$ cat config.mk
export PLATFORM = sky130hd
export DESIGN_NAME = smr_mode_register_bank
export DESIGN_NICKNAME = d
export VERILOG_FILES = /design/src/common/smr_pkg.sv /design/src/rtl/smr_cal_engine.sv /design/src/rtl/smr_mode_register_bank.sv
export SDC_FILE = /design/constraint.sdc
export NUM_CORES = 1
export LEC_CHECK = 0
export ABC_AREA = 0
export ABC_CLOCK_PERIOD_IN_PS = 4240
export BUFFER_PORTS_ARGS = -buffer_cell sky130_fd_sc_hd__buf_2
export CAP_MARGIN = 10
export CORE_UTILIZATION = 45
export CTS_CLUSTER_SIZE = 30
export DETAILED_ROUTE_END_ITERATION = 10
export PLACE_DENSITY = 0.73
export SYNTH_ARGS = -nofsm -noshare
export SYNTH_HDL_FRONTEND = slang
export SYNTH_SLANG_ARGS = --single-unit
$ cat constraint.sdc
create_clock -name clk_sys -period 4.24 [get_ports clk_sys]
set_clock_uncertainty 0.1 [all_clocks]
set_input_delay 0.212 -clock clk_sys [delete_from_list [all_inputs] [get_ports clk_sys]]
set_output_delay 0.212 -clock clk_sys [all_outputs]
set_load 0.005 [all_outputs]
$ cat src/common/smr_pkg.sv
// Package with mode register map, field layouts and codes for the mode register bank
package smr_pkg;

    // Mode register indices
    localparam logic [7:0] ADDR_DEVICE_INFO = 8'h00;
    localparam logic [7:0] ADDR_LATENCY = 8'h02;
    localparam logic [7:0] ADDR_DRIVE = 8'h03;
    localparam logic [7:0] ADDR_TEMP = 8'h04;
    localparam logic [7:0] ADDR_MAKER = 8'h05;
    localparam logic [7:0] ADDR_REV_ONE = 8'h06;
    localparam logic [7:0] ADDR_REV_TWO = 8'h07;
    localparam logic [7:0] ADDR_GEOMETRY = 8'h08;
    localparam logic [7:0] ADDR_TEST = 8'h09;
    localparam logic [7:0] ADDR_CAL = 8'h0a;

    // Latency codes
    localparam logic [3:0] LAT_CODE_MIN = 4'h1;
    localparam logic [3:0] LAT_CODE_MAX = 4'h6;
    localparam logic [3:0] LAT_RESET = 4'h1;

    // Drive strength codes
    localparam logic [3:0] DRV_CODE_MAX = 4'h7;
    localparam logic [3:0] DRV_CODE_HOLE = 4'h5;
    localparam logic [3:0] DRV_RESET = 4'h2;

    // Temperature status layout
    localparam int TUF_POS = 7;
    localparam int HOT_POS = 2;
    localparam logic [2:0] RATE_LOW_LIMIT = 3'h0;
    localparam logic [2:0] RATE_NOMINAL = 3'h3;
    localparam logic [2:0] RATE_RESERVED = 3'h4;
    localparam logic [2:0] RATE_QUARTER_NODERATE = 3'h5;
    localparam logic [2:0] RATE_QUARTER_DERATE = 3'h6;
    localparam logic [2:0] RATE_HIGH_LIMIT = 3'h7;
    localparam logic [2:0] RATE_RESET = 3'h3;

    // Geometry fields
    localparam logic [1:0] GEO_TYPE = 2'h0;
    localparam logic [3:0] GEO_DENSITY = 4'h2;
    localparam logic [1:0] GEO_WIDTH_X32 = 2'h0;
    localparam logic [1:0] GEO_WIDTH_X16 = 2'h1;

    // Device info: bit that reports resistor presence after init calibration
    localparam int INFO_RES_POS = 5;

    // Calibration codes
    localparam logic [7:0] CAL_INIT = 8'hff;
    localparam logic [7:0] CAL_LONG = 8'hab;
    localparam logic [7:0] CAL_SHORT = 8'h56;
    localparam logic [7:0] CAL_RESET = 8'hc3;

    // Vendor test register reset value
    localparam logic [7:0] TEST_RESET = 8'h00;

    // Calibration busy times in cycles of clk_sys
    localparam int CAL_LONG_CYCLES = 36;
    localparam int CAL_SHORT_CYCLES = 9;
    localparam int CAL_INIT_CYCLES = 100;

    // Mode register command from the controller
    typedef struct packed {
        logic wr;
        logic rd;
        logic [7:0] index;
        logic [7:0] data;
    } smr_cmd_t;

    // Calibration request handed to the engine
    typedef enum logic [3:0] {
        CAL_OP_NONE = 4'b0001,
        CAL_OP_INIT = 4'b0010,
        CAL_OP_LONG = 4'b0100,
        CAL_OP_SHORT = 4'b1000
    } smr_cal_op_t;

endpackage

$ cat src/rtl/smr_cal_engine.sv
// Impedance calibration engine: runs a timed calibration and holds its result
`timescale 1ns/1ns
`default_nettype none
module smr_cal_engine
    import smr_pkg::*;
(
    // Clock and reset
    input wire logic clk_sys,
    input wire logic reset,
    // Request
    input wire logic start,
    input wire logic [3:0] op,
    input wire logic restore_default,
    // Status
    output logic busy,
    output logic calibrated
);
    typedef enum logic [2:0] {
        CE_IDLE = 3'b001,
        CE_RUN = 3'b010,
        CE_DONE = 3'b100
    } smr_ce_state_t;

    smr_ce_state_t state;
    smr_ce_state_t next_state;
    logic [7:0] count;
    logic [7:0] next_count;

    function automatic logic [7:0] run_len(input logic [3:0] o);
        case (o)
            CAL_OP_INIT: run_len = 8'(CAL_INIT_CYCLES);
            CAL_OP_LONG: run_len = 8'(CAL_LONG_CYCLES);
            default: run_len = 8'(CAL_SHORT_CYCLES);
        endcase
    endfunction

    always_comb begin
        next_state = state;
        next_count = count;
        case (state)
            CE_IDLE, CE_DONE: begin
                if (start) begin
                    next_state = CE_RUN;
                    next_count = run_len(op);
                end
            end
            CE_RUN: begin
                next_count = count - 8'h01;
                if (count == 8'h01) begin
                    next_state = CE_DONE;
                end
            end
            default: next_state = CE_IDLE;
        endcase
        if (restore_default) begin
            next_state = CE_IDLE;
            next_count = 8'h00;
        end
    end

    always_ff @(posedge clk_sys) begin
        if (reset) begin
            state <= CE_IDLE;
            count <= 8'h00;
        end else begin
            state <= next_state;
            count <= next_count;
        end
    end

    assign busy = (state == CE_RUN);
    assign calibrated = (state == CE_DONE);
endmodule
`default_nettype wire

$ cat src/rtl/smr_mode_register_bank.sv
// Mode register bank for registers 0 and 2 to 10 of a low-power SDRAM
`timescale 1ns/1ns
`default_nettype none
module smr_mode_register_bank
    import smr_pkg::*;
#(
    parameter logic [7:0] MAKER_CODE = 8'h5a, // Arbitrary value
    parameter logic [7:0] REVISION_ONE = 8'h11, // Arbitrary value
    parameter logic [7:0] REVISION_TWO = 8'h22, // Arbitrary value
    parameter logic X16_PART = 1'b1
)
(
    // Clock and reset
    input wire logic clk_sys,
    input wire logic reset,
    // Mode register command
    input wire smr_cmd_t cmd,
    output logic [7:0] read_data,
    output logic read_valid,
    // Temperature sensor (asynchronous)
    input wire logic [2:0] sensor_rate,
    // Calibration pin strap (asynchronous): high when tied to the command bus supply
    input wire logic cal_pin_to_supply,
    // Decoded settings
    output logic [3:0] read_latency_cycles,
    output logic [3:0] write_latency_cycles,
    output logic [3:0] drive_strength_field,
    output logic derate_timing,
    output logic cal_busy,
    output logic cal_default_active
);
    logic [2:0] rate_meta;
    logic [2:0] rate_sync;
    logic [2:0] rate_prev;
    logic strap_meta;
    logic strap_sync;
    logic [3:0] latency_code;
    logic [3:0] drive_code;
    logic [2:0] rate_field;
    logic temperature_update_flag;
    logic res_seen;
    logic [7:0] test_reg;
    logic [7:0] next_read_data;
    logic cal_done;

    // Only legal codes are stored; reserved writes leave the old setting
    function automatic logic lat_ok(input logic [3:0] c);
        lat_ok = (c >= LAT_CODE_MIN) && (c <= LAT_CODE_MAX);
    endfunction

    function automatic logic drv_ok(input logic [3:0] c);
        drv_ok = (c != 4'h0) && (c <= DRV_CODE_MAX) && (c != DRV_CODE_HOLE);
    endfunction

    // Sensor and strap come from outside the clock domain
    always_ff @(posedge clk_sys) begin
        if (reset) begin
            rate_meta <= RATE_RESET;
            rate_sync <= RATE_RESET;
            rate_prev <= RATE_RESET;
            strap_meta <= 1'b0;
            strap_sync <= 1'b0;
        end else begin
            rate_meta <= sensor_rate;
            rate_sync <= rate_meta;
            rate_prev <= rate_sync;
            strap_meta <= cal_pin_to_supply;
            strap_sync <= strap_meta;
        end
    end

    wire wr_lat = cmd.wr && (cmd.index == ADDR_LATENCY) && lat_ok(cmd.data[3:0]);
    wire wr_drv = cmd.wr && (cmd.index == ADDR_DRIVE) && drv_ok(cmd.data[3:0]);
    wire wr_test = cmd.wr && (cmd.index == ADDR_TEST);
    wire wr_cal = cmd.wr && (cmd.index == ADDR_CAL);
    wire rd_temp = cmd.rd && (cmd.index == ADDR_TEMP);
    // A code counts only once two synchronised samples agree, so bit skew on a
    // sensor step never flags a false code; reserved 100 keeps the old field
    wire rate_settled = (rate_sync == rate_prev);
    wire rate_new = rate_settled && (rate_sync != RATE_RESERVED) && (rate_sync != rate_field);

    wire code_init = (cmd.data == CAL_INIT);
    wire code_long = (cmd.data == CAL_LONG);
    wire code_short = (cmd.data == CAL_SHORT);
    wire code_reset = (cmd.data == CAL_RESET);
    wire cal_accept = wr_cal && !strap_sync;
    wire cal_start = cal_accept && (code_init || code_long || code_short);
    wire cal_restore = cal_accept && code_reset;
    wire [3:0] cal_op = code_init ? CAL_OP_INIT : (code_long ? CAL_OP_LONG : CAL_OP_SHORT);

    always_ff @(posedge clk_sys) begin
        if (reset) begin
            latency_code <= LAT_RESET;
            drive_code <= DRV_RESET;
            test_reg <= TEST_RESET;
        end else begin
            if (wr_lat) begin
                latency_code <= cmd.data[3:0];
            end
            if (wr_drv) begin
                drive_code <= cmd.data[3:0];
            end
            if (wr_test) begin
                test_reg <= cmd.data;
            end
        end
    end

    // Set wins over the read that would clear it, so no change goes unseen
    always_ff @(posedge clk_sys) begin
        if (reset) begin
            rate_field <= RATE_RESET;
            temperature_update_flag <= 1'b0;
        end else begin
            if (rate_new) begin
                rate_field <= rate_sync;
            end
            if (rate_new) begin
                temperature_update_flag <= 1'b1;
            end else if (rd_temp) begin
                temperature_update_flag <= 1'b0;
            end
        end
    end

    // Resistor presence is latched only by an accepted init calibration
    always_ff @(posedge clk_sys) begin
        if (reset) begin
            res_seen <= 1'b0;
        end else if (cal_start && code_init) begin
            res_seen <= 1'b1;
        end
    end

    smr_cal_engine u_cal (
        .clk_sys(clk_sys),
        .reset(reset),
        .start(cal_start),
        .op(cal_op),
        .restore_default(cal_restore || strap_sync),
        .busy(cal_busy),
        .calibrated(cal_done)
    );

    wire [7:0] temp_word = {temperature_update_flag, 4'h0, rate_field};
    wire [7:0] geo_word = {X16_PART ? GEO_WIDTH_X16 : GEO_WIDTH_X32, GEO_DENSITY, GEO_TYPE};
    wire [7:0] info_word = 8'(res_seen) << INFO_RES_POS;

    // Write-only and unknown indices read as zero
    always_comb begin
        case (cmd.index)
            ADDR_DEVICE_INFO: next_read_data = info_word;
            ADDR_TEMP: next_read_data = temp_word;
            ADDR_MAKER: next_read_data = MAKER_CODE;
            ADDR_REV_ONE: next_read_data = REVISION_ONE;
            ADDR_REV_TWO: next_read_data = REVISION_TWO;
            ADDR_GEOMETRY: next_read_data = geo_word;
            default: next_read_data = 8'h00;
        endcase
    end

    always_ff @(posedge clk_sys) begin
        if (reset) begin
            read_data <= 8'h00;
            read_valid <= 1'b0;
        end else begin
            read_valid <= cmd.rd;
            if (cmd.rd) begin
                read_data <= next_read_data;
            end
        end
    end

    always_comb begin
        case (latency_code)
            4'h2: {read_latency_cycles, write_latency_cycles} = {4'h4, 4'h2};
            4'h3: {read_latency_cycles, write_latency_cycles} = {4'h5, 4'h2};
            4'h4: {read_latency_cycles, write_latency_cycles} = {4'h6, 4'h3};
            4'h5: {read_latency_cycles, write_latency_cycles} = {4'h7, 4'h4};
            4'h6: {read_latency_cycles, write_latency_cycles} = {4'h8, 4'h4};
            default: {read_latency_cycles, write_latency_cycles} = {4'h3, 4'h1};
        endcase
    end

    assign drive_strength_field = drive_code;
    assign derate_timing = (rate_field == RATE_QUARTER_DERATE);
    assign cal_default_active = !cal_done;

    // Assertions
    property p_tuf_set;
        @(posedge clk_sys) disable iff (reset) rate_new |=> temperature_update_flag;
    endproperty
    a_tuf_set: assert property (p_tuf_set) else $error("flag not set");

    property p_tuf_clear;
        @(posedge clk_sys) disable iff (reset)
            (rd_temp && !rate_new) |=> !temperature_update_flag;
    endproperty
    a_tuf_clear: assert property (p_tuf_clear) else $error("flag not cleared");

    property p_tuf_hold;
        @(posedge clk_sys) disable iff (reset)
            (!rate_new && !rd_temp) |=> $stable(temperature_update_flag);
    endproperty
    a_tuf_hold: assert property (p_tuf_hold) else $error("flag moved");

    property p_tuf_reset;
        @(posedge clk_sys) $fell(reset) |-> !temperature_update_flag;
    endproperty
    a_tuf_reset: assert property (p_tuf_reset) else $error("flag not zero");

    property p_hot_bit;
        @(posedge clk_sys) disable iff (reset)
            rate_field[HOT_POS] |-> (rate_field >= RATE_QUARTER_NODERATE);
    endproperty
    a_hot_bit: assert property (p_hot_bit) else $error("hot bit wrong");

    property p_lat_legal;
        @(posedge clk_sys) disable iff (reset)
            (latency_code >= LAT_CODE_MIN) && (latency_code <= LAT_CODE_MAX);
    endproperty
    a_lat_legal: assert property (p_lat_legal) else $error("latency reserved");

    property p_drv_legal;
        @(posedge clk_sys) disable iff (reset) drv_ok(drive_code);
    endproperty
    a_drv_legal: assert property (p_drv_legal) else $error("drive reserved");

    property p_maker_read;
        @(posedge clk_sys) disable iff (reset)
            (cmd.rd && cmd.index == ADDR_MAKER) |=> (read_valid && read_data == MAKER_CODE);
    endproperty
    a_maker_read: assert property (p_maker_read) else $error("maker code wrong");

    property p_geo_read;
        @(posedge clk_sys) disable iff (reset)
            (cmd.rd && cmd.index == ADDR_GEOMETRY) |=> (read_data[5:2] == GEO_DENSITY);
    endproperty
    a_geo_read: assert property (p_geo_read) else $error("geometry wrong");

    property p_cal_start;
        @(posedge clk_sys) disable iff (reset) cal_start |=> cal_busy;
    endproperty
    a_cal_start: assert property (p_cal_start) else $error("cal not started");

    property p_cal_strap;
        @(posedge clk_sys) disable iff (reset) strap_sync |=> !cal_busy;
    endproperty
    a_cal_strap: assert property (p_cal_strap) else $error("cal ran on strap");

    property p_cal_reserved;
        @(posedge clk_sys) disable iff (reset)
            (wr_cal && !cal_busy && !(code_init || code_long || code_short)) |=> !cal_busy;
    endproperty
    a_cal_reserved: assert property (p_cal_reserved) else $error("reserved ran");

    property p_ro_write;
        @(posedge clk_sys) disable iff (reset)
            (cmd.wr && cmd.index == ADDR_TEMP && !rate_new) |=> $stable(rate_field);
    endproperty
    a_ro_write: assert property (p_ro_write) else $error("read-only changed");

    property p_lat_write;
        @(posedge clk_sys) disable iff (reset)
            wr_lat |=> (latency_code == $past(cmd.data[3:0]));
    endproperty
    a_lat_write: assert property (p_lat_write) else $error("latency write lost");

    // Reserved codes must leave the previous setting in place
    property p_lat_keep;
        @(posedge clk_sys) disable iff (reset)
            (cmd.wr && cmd.index == ADDR_LATENCY && !lat_ok(cmd.data[3:0]))
                |=> $stable(latency_code);
    endproperty
    a_lat_keep: assert property (p_lat_keep) else $error("reserved latency stored");

    property p_drv_keep;
        @(posedge clk_sys) disable iff (reset)
            (cmd.wr && cmd.index == ADDR_DRIVE && !drv_ok(cmd.data[3:0]))
                |=> $stable(drive_code);
    endproperty
    a_drv_keep: assert property (p_drv_keep) else $error("reserved drive stored");

    property p_temp_read;
        @(posedge clk_sys) disable iff (reset)
            rd_temp |=> (read_valid && read_data[6:3] == 4'h0);
    endproperty
    a_temp_read: assert property (p_temp_read) else $error("temperature word wrong");

    property p_rev_one_read;
        @(posedge clk_sys) disable iff (reset)
            (cmd.rd && cmd.index == ADDR_REV_ONE) |=> (read_data == REVISION_ONE);
    endproperty
    a_rev_one_read: assert property (p_rev_one_read) else $error("revision one wrong");

    property p_rev_two_read;
        @(posedge clk_sys) disable iff (reset)
            (cmd.rd && cmd.index == ADDR_REV_TWO) |=> (read_data == REVISION_TWO);
    endproperty
    a_rev_two_read: assert property (p_rev_two_read) else $error("revision two wrong");

    property p_wo_read;
        @(posedge clk_sys) disable iff (reset)
            (cmd.rd && (cmd.index == ADDR_LATENCY || cmd.index == ADDR_DRIVE
                || cmd.index == ADDR_TEST || cmd.index == ADDR_CAL))
                |=> (read_data == 8'h00);
    endproperty
    a_wo_read: assert property (p_wo_read) else $error("write-only read nonzero");

    // Reading a write-only register must not touch what it holds
    property p_test_read;
        @(posedge clk_sys) disable iff (reset)
            (cmd.rd && !cmd.wr && cmd.index == ADDR_TEST) |=> $stable(test_reg);
    endproperty
    a_test_read: assert property (p_test_read) else $error("test register moved");

    property p_cal_restore;
        @(posedge clk_sys) disable iff (reset)
            cal_restore |=> (!cal_busy && cal_default_active);
    endproperty
    a_cal_restore: assert property (p_cal_restore) else $error("default not restored");

    property p_strap_write;
        @(posedge clk_sys) disable iff (reset)
            (wr_cal && strap_sync) |=> (!cal_busy && cal_default_active);
    endproperty
    a_strap_write: assert property (p_strap_write) else $error("strap command obeyed");

    c_tuf_cycle: cover property (@(posedge clk_sys) disable iff (reset)
        temperature_update_flag ##1 rd_temp ##1 !temperature_update_flag);
    c_cal_long: cover property (@(posedge clk_sys) disable iff (reset)
        (cal_start && code_long) ##1 cal_busy);
    c_derate: cover property (@(posedge clk_sys) disable iff (reset) derate_timing);
    c_lat_max: cover property (@(posedge clk_sys) disable iff (reset)
        read_latency_cycles == 4'h8);
    c_strap: cover property (@(posedge clk_sys) disable iff (reset)
        wr_cal && strap_sync);
endmodule
`default_nettype wire

**Word-level counts from Yosys, hierarchy flattened**

Cells that the tools add are included.

- Logic and storage cells: 91
- Output and inout bits: 24
- Register bits after elaboration: 44
- Input bits: 24

- Magnitude comparators: 3
- Eq/ne operators: 30
- Reductions and logical operators: 30
- Muxes and demuxes: 13
- $add $sub $neg: 1

Operator list:

| kind | count |
|---|---|
| $pmux 8 s6 | 1 |
| $eq 8x3->1 const B | 4 |
| $eq 8x8->1 const B | 3 |
| $pmux 4 s5 | 1 |
| $eq 4x3->1 const B | 4 |
| $eq 8x2->1 const B | 2 |
| $eq 8x4->1 const B | 2 |
| $pmux 8 s2 | 1 |
| $logic_and 1x1->1 | 15 |
| $pmux 7 s2 | 1 |
| $eq 4x2->1 const B | 3 |
| $pmux 3 s3 | 1 |
| $eq 8x1->1 const B | 1 |
| $eq 8x7->1 const B | 1 |
| $le 4x3->1 const B | 2 |
| $logic_not 8->1 | 1 |
| $mux 4 | 2 |
| $mux 8 | 1 |
| $reduce_or 2->1 | 4 |
| $sub 8x1->8 const B | 1 |
| $eq 3x3->1 const B | 2 |
| $mux 3 | 2 |
| $pmux 3 s2 | 1 |
| $ge 4x1->1 const B | 1 |
| other kinds (14) | 20 |

**Logic depth before layout (Yosys ltp)**

- Depth after elaboration: 7
- Mapped depth: 7
- Gate-level depth less buffers: 5

**Hierarchy**

Synthesis repeated with hierarchy kept, for this count alone.

- Cell total of the unflattened synthesis: 267
- Area, all modules: 2243.4 µm²

Modules (own cells, without submodules):

| module | area each (µm²) | cells each | times used | seq. area each (µm²) |
|---|---|---|---|---|
| smr_mode_register_bank | 1579.0 | 187 | 1 | 640.6 |
| smr_cal_engine | 664.4 | 80 | 1 | 220.2 |

**Worst setup path after synthesis**

OpenSTA, ideal clock, no wires.

- Path type: input to register
- From: input cmd[2] (netlist name)
- To: register u_cal.state[0]
- Slack: 2368 ps
- Data arrival time: 1645 ps
- Stages on the path: 6
- Setup time: 127 ps
- Buffers on the path: 1
- Required time: 4013 ps
- Cells stage by stage: buf_4 > or3_1 > nor3_2 > o21ai_0 > o31a_1 > or3_1

- Longest elaborated chain between the ends: 6
- Elaborated cells between the ends (all ways): 12
- Those cells by class: 5 x eq/ne; 7 x reduce/logical

Ends and longest elaborated chain:

| element | RTL line | text |
|---|---|---|
| start, declared | smr_mode_register_bank.sv:17 | `input wire smr_cmd_t cmd,` |
| $eq 8x8->1, on equally long branches | smr_mode_register_bank.sv:82, smr_mode_register_bank.sv:83 |  |
| $logic_or 1x1->1 (2 in series) | smr_mode_register_bank.sv:87 | `wire cal_start = cal_accept && (code_init \|\| code_long \|\| code_short);` |
| $logic_and 1x1->1 | smr_mode_register_bank.sv:87 |  |
| $ne 2x2->1 (no line) | -- |  |
| $reduce_and 2->1 (no line) | -- |  |
| end signal, assigned | smr_cal_engine.sv:66 | `state <= next_state;` |
| end, declared | smr_cal_engine.sv:24 | `smr_ce_state_t state;` |

Parallel ways exist; a longest one is shown, timed or not.
A chain may end at the register's enable or synchronous reset.

**Worst setup path after layout**

- From: register u_cal.state[1]
- To: register u_cal.count[5]

- Longest elaborated chain between the ends: 4
- Elaborated cells between the ends (all ways): 8
- Those cells by class: 4 x eq/ne; 1 x mux; 3 x reduce/logical

Ends and longest elaborated chain:

| element | RTL line | text |
|---|---|---|
| $eq 3x3->1 / $eq 3x1->1 (equally long branches) | smr_cal_engine.sv:40 | `case (state)` |
| $reduce_or 2->1 | smr_cal_engine.sv:40 |  |
| $ne 2x2->1 (no line) / $reduce_bool 2->1 (equally long branches) | -- |  |
| $reduce_and 2->1 (no line) | -- |  |
| end signal, assigned | smr_cal_engine.sv:67 | `count <= next_count;` |
| end, declared | smr_cal_engine.sv:26 | `logic [7:0] count;` |

Parallel ways exist; a longest one is shown, timed or not.

==> flow_summary.toml <==
[status]
failed_checks = "DRC"
outcome = "finished, violations left"

[placement]
dp_hpwl_mm = 3.17
place.port_buffers = 46
gp_congestion = 0.856
place_area_um2 = 2380

[sta]
maxClockFrequency_ghz = 0.448
final-setup-viol-count = 0
setup_tns_ns = 0
tightest_slew_ns = 0.625
final.period_utilization_pct = 52.7
hold-worst-slack_ns = 0.0279
rsz0062_at_grt = "no"
slew_violations = 0
hold_viol = 0
min_period_ns = 2.23
slew-limit-headroom_pct = 57.7

[final_layout]
fin_area_um2 = 2510
drive_gt1_share_pct = 25.4
antenna_cells = 0
syn_to_final_growth_pct = 15.9
fill_cells = 420
nets = 312
postLayoutCoreUtil_pct = 56.1

[routing]
vias = 1880
vias_per_cell = 5.55
wl_mm = 4.29
first_pass_iters = 7
drt_iter0_drc = 82
wire_per_inst_um = 12.6
drc = 6
ant_nets = 0

[floorplanning]
die_w_um = 71.4
core_um2 = 4470
die-area_um2 = 5090
top_level_ports = 48
die_h_um = 71.4
start_util_pct = 48.4
row_count = 24

[yosys]
avgSynthCellArea_um2 = 8.84
synth_top_area_share_pct = 39.7
synthArstFlopShare_pct = 0
ys.flop_type = "dfxtp_1"
synth_edf_count = 0
yosys.cell_types.count = 56
synth_warnings = 0
syn_nets = 271
ys_ff_latch = 43
synthesis.area_um2 = 2170
ys_seq_area_share_pct = 39.7
yosys-top-cells-area = "dfxtp_1 (40%), nor2_1 (3.8%), a21oi_1 (3.2%)"
yosys.area.top_type = "dfxtp_1"
synth_cells = 245

[clock_tree]
cts_tree = "built"
clk_latency_ns = 0.29
clock_sinks = 43
cts_max_path_buffers = 2
clk_pin_slew_worst_paths_ns = 0.08
numCtsBuffers = 5
cts_max_level = 2
clockRootBuffer = "clkbuf_8"

[setup_path]
reg2reg_slack_ns = 2.01
crit_type = "reg2reg"
r2r_cells = 5
crit_chain = "nor3b_2 -> nand2_1 -> or4_1 -> xor2_1 -> a211oi_1"
regToRegEndpoint = "u_cal.count[5]"
worstReg2RegStart = "u_cal.state[1]"
worstPathMaxFanout = 12
slowest_stage = "nor3b_2"
required_ns = 4.35
worst-path-buf-inv = 0
critPathTopFamily = "simple AND/OR/NAND/NOR gates"
cp-start-kind = "flop"
cp_data_arrival_time_ns = 2.34
slowest_delay_ns = 0.59
endpoint_kind = "flop"

[flow_run]
cap_viol_max_count = 0

[global_routing]
grt_overflow_total = 0
grt_max_degree = 30
grt_use_total_pct = 18.3
grt_pass1_wl_mm = 7.33
grt_antenna_before_repair = 0
grt_pass1_vias = 1644

[min_path]
hp-class = "in2reg"
worstHoldEndpoint = "strap_meta"
hold_depth = 2
min_from = "cal_pin_to_supply"

[pwr]
p_per_area_nw_per_um2 = 313
p_leak_uw = 0.00103
vdd_drop_max_uv = 228
==> how the worst max path moves through the flow <==
stage / depth (start not counted) / start / end
finish: 5 / u_cal.state[1] / u_cal.count[5]
global route: 5 / u_cal.state[1] / u_cal.count[5]
CTS: 5 / u_cal.state[1] / u_cal.count[5]
detailed placement: 5 / u_cal.state[1] / u_cal.count[5]
global placement: 5 / u_cal.state[1] / u_cal.count[5]
floorplan: 6 / cmd[2] / u_cal.state[0]
==> logic make-up (layout without fill, tap and decap cells) <==
group	count (synthesis)	after routing	share of synthesized area [%]
other	1	1	0.173
adders and majority gates	2	2	1.16
and+or+nand+nor	112	112	30.3
xor gates and xnor gates	13	13	5.26
muxes	6	6	2.77
AOI/OAI and AO/OA	47	47	15.6
DFF	43	43	39.7
buffers and inverters	21	63	5.03
==> registers in the layout, indices dropped and copies added, names as in the netlist, 3 cells and up <==
name,flops
drive_strength_field,4
latency_code,4
rate_field,3
rate_meta,3
rate_prev,3
rate_sync,3
read_data,7
u_cal.count,8
u_cal.state,3
==> power by group <==
part / total [µW] / internal (µW) / switching (µW) / leakage [µW]
clock network: 317 / 175 / 141 / 0.0000581
registers: 414 / 410 / 4.23 / 0.000349
logic: 55.8 / 24.2 / 31.6 / 0.000623
total: 787 / 610 / 177 / 0.00103
==> synthesized netlist by cell type, types with 3 or more instances <==
master and n:
nand4_1 3, nor3_1 8, nor2_1 22, nor2b_1 10
xnor2_1 8, clkbuf_1 5, and3_1 6, nand2b_1 6
a31oi_1 4, nor4b_1 3, nand2_1 12, o21ai_0 6
nand3_1 11, or2_2 10, xor2_1 5, or3_1 3
buf_4 3, mux2i_1 6, a22oi_1 3, a211oi_1 4
dfxtp_1 43, a21oi_1 14, inv_1 7
==> metrics by stage <==
stage | cells | setup WS [ns] | total power, µW
after floorplan | 245 | 2.37 | 458
after global placement | 329 | 2.16 | 477
after detailed placement | 329 | 2.05 | 478
after CTS | 339 | 2.03 | 798
after global routing | 339 | 1.85 | 820
final | 339 | 2.01 | 787
==> area by class of cell <==
type | count | area, µm² | area share, %
flip-flops and latches | 43 | 861 | 34.3
clock inverters | 3 | 43.8 | 1.74
well taps | 52 | 65.1 | 2.59
multi-input cells | 181 | 1200 | 47.6
clock buffers | 5 | 68.8 | 2.74
inverters | 7 | 26.3 | 1.05
repair buffers | 48 | 250 | 9.97
==> worst reg2reg max path, stage by stage, from the launching register on <==
cell      delay [ns]
dfxtp_1         0.46
nor3b_2         0.59
nand2_1         0.17
or4_1           0.45
xor2_1          0.16
a211oi_1        0.22
==> cell usage in the layout (no fill, tap or decap), types with 3 or more instances in the layout <==
master / n
buf_2: 46
dfxtp_1: 43
nor2_1: 22
a21oi_1: 14
nand2_1: 12
nand3_1: 11
nor2b_1: 10
or2_2: 10
xnor2_1: 8
nor3_1: 8
inv_1: 7
nand2b_1: 6
o21ai_0: 6
and3_1: 6
mux2i_1: 6
xor2_1: 5
clkbuf_8: 5
a211oi_1: 4
a31oi_1: 4
or3_1: 3
nor4b_1: 3
a22oi_1: 3
nand4_1: 3
==> routing by layer <==
metal | vias to the layer above | GRT usage (%) | wire length [µm]
met2 | 53 | 29.8 | 1970
met3 | 5 | 4.22 | 197
li1 | 959 | - | -
met5 | - | 0 | 0
met4 | 0 | 6.67 | 55
met1 | 863 | 23.9 | 2060
==> timing repair <==
action	4_1_cts	5_1_grt
buffers inserted	0	0
endpoints found under the setup margin	0	0
hold buffers	2	0
resized for setup	0	0
endpoints found under the hold margin	2	0
No activity file was read; power rests on OpenSTA's default activity.
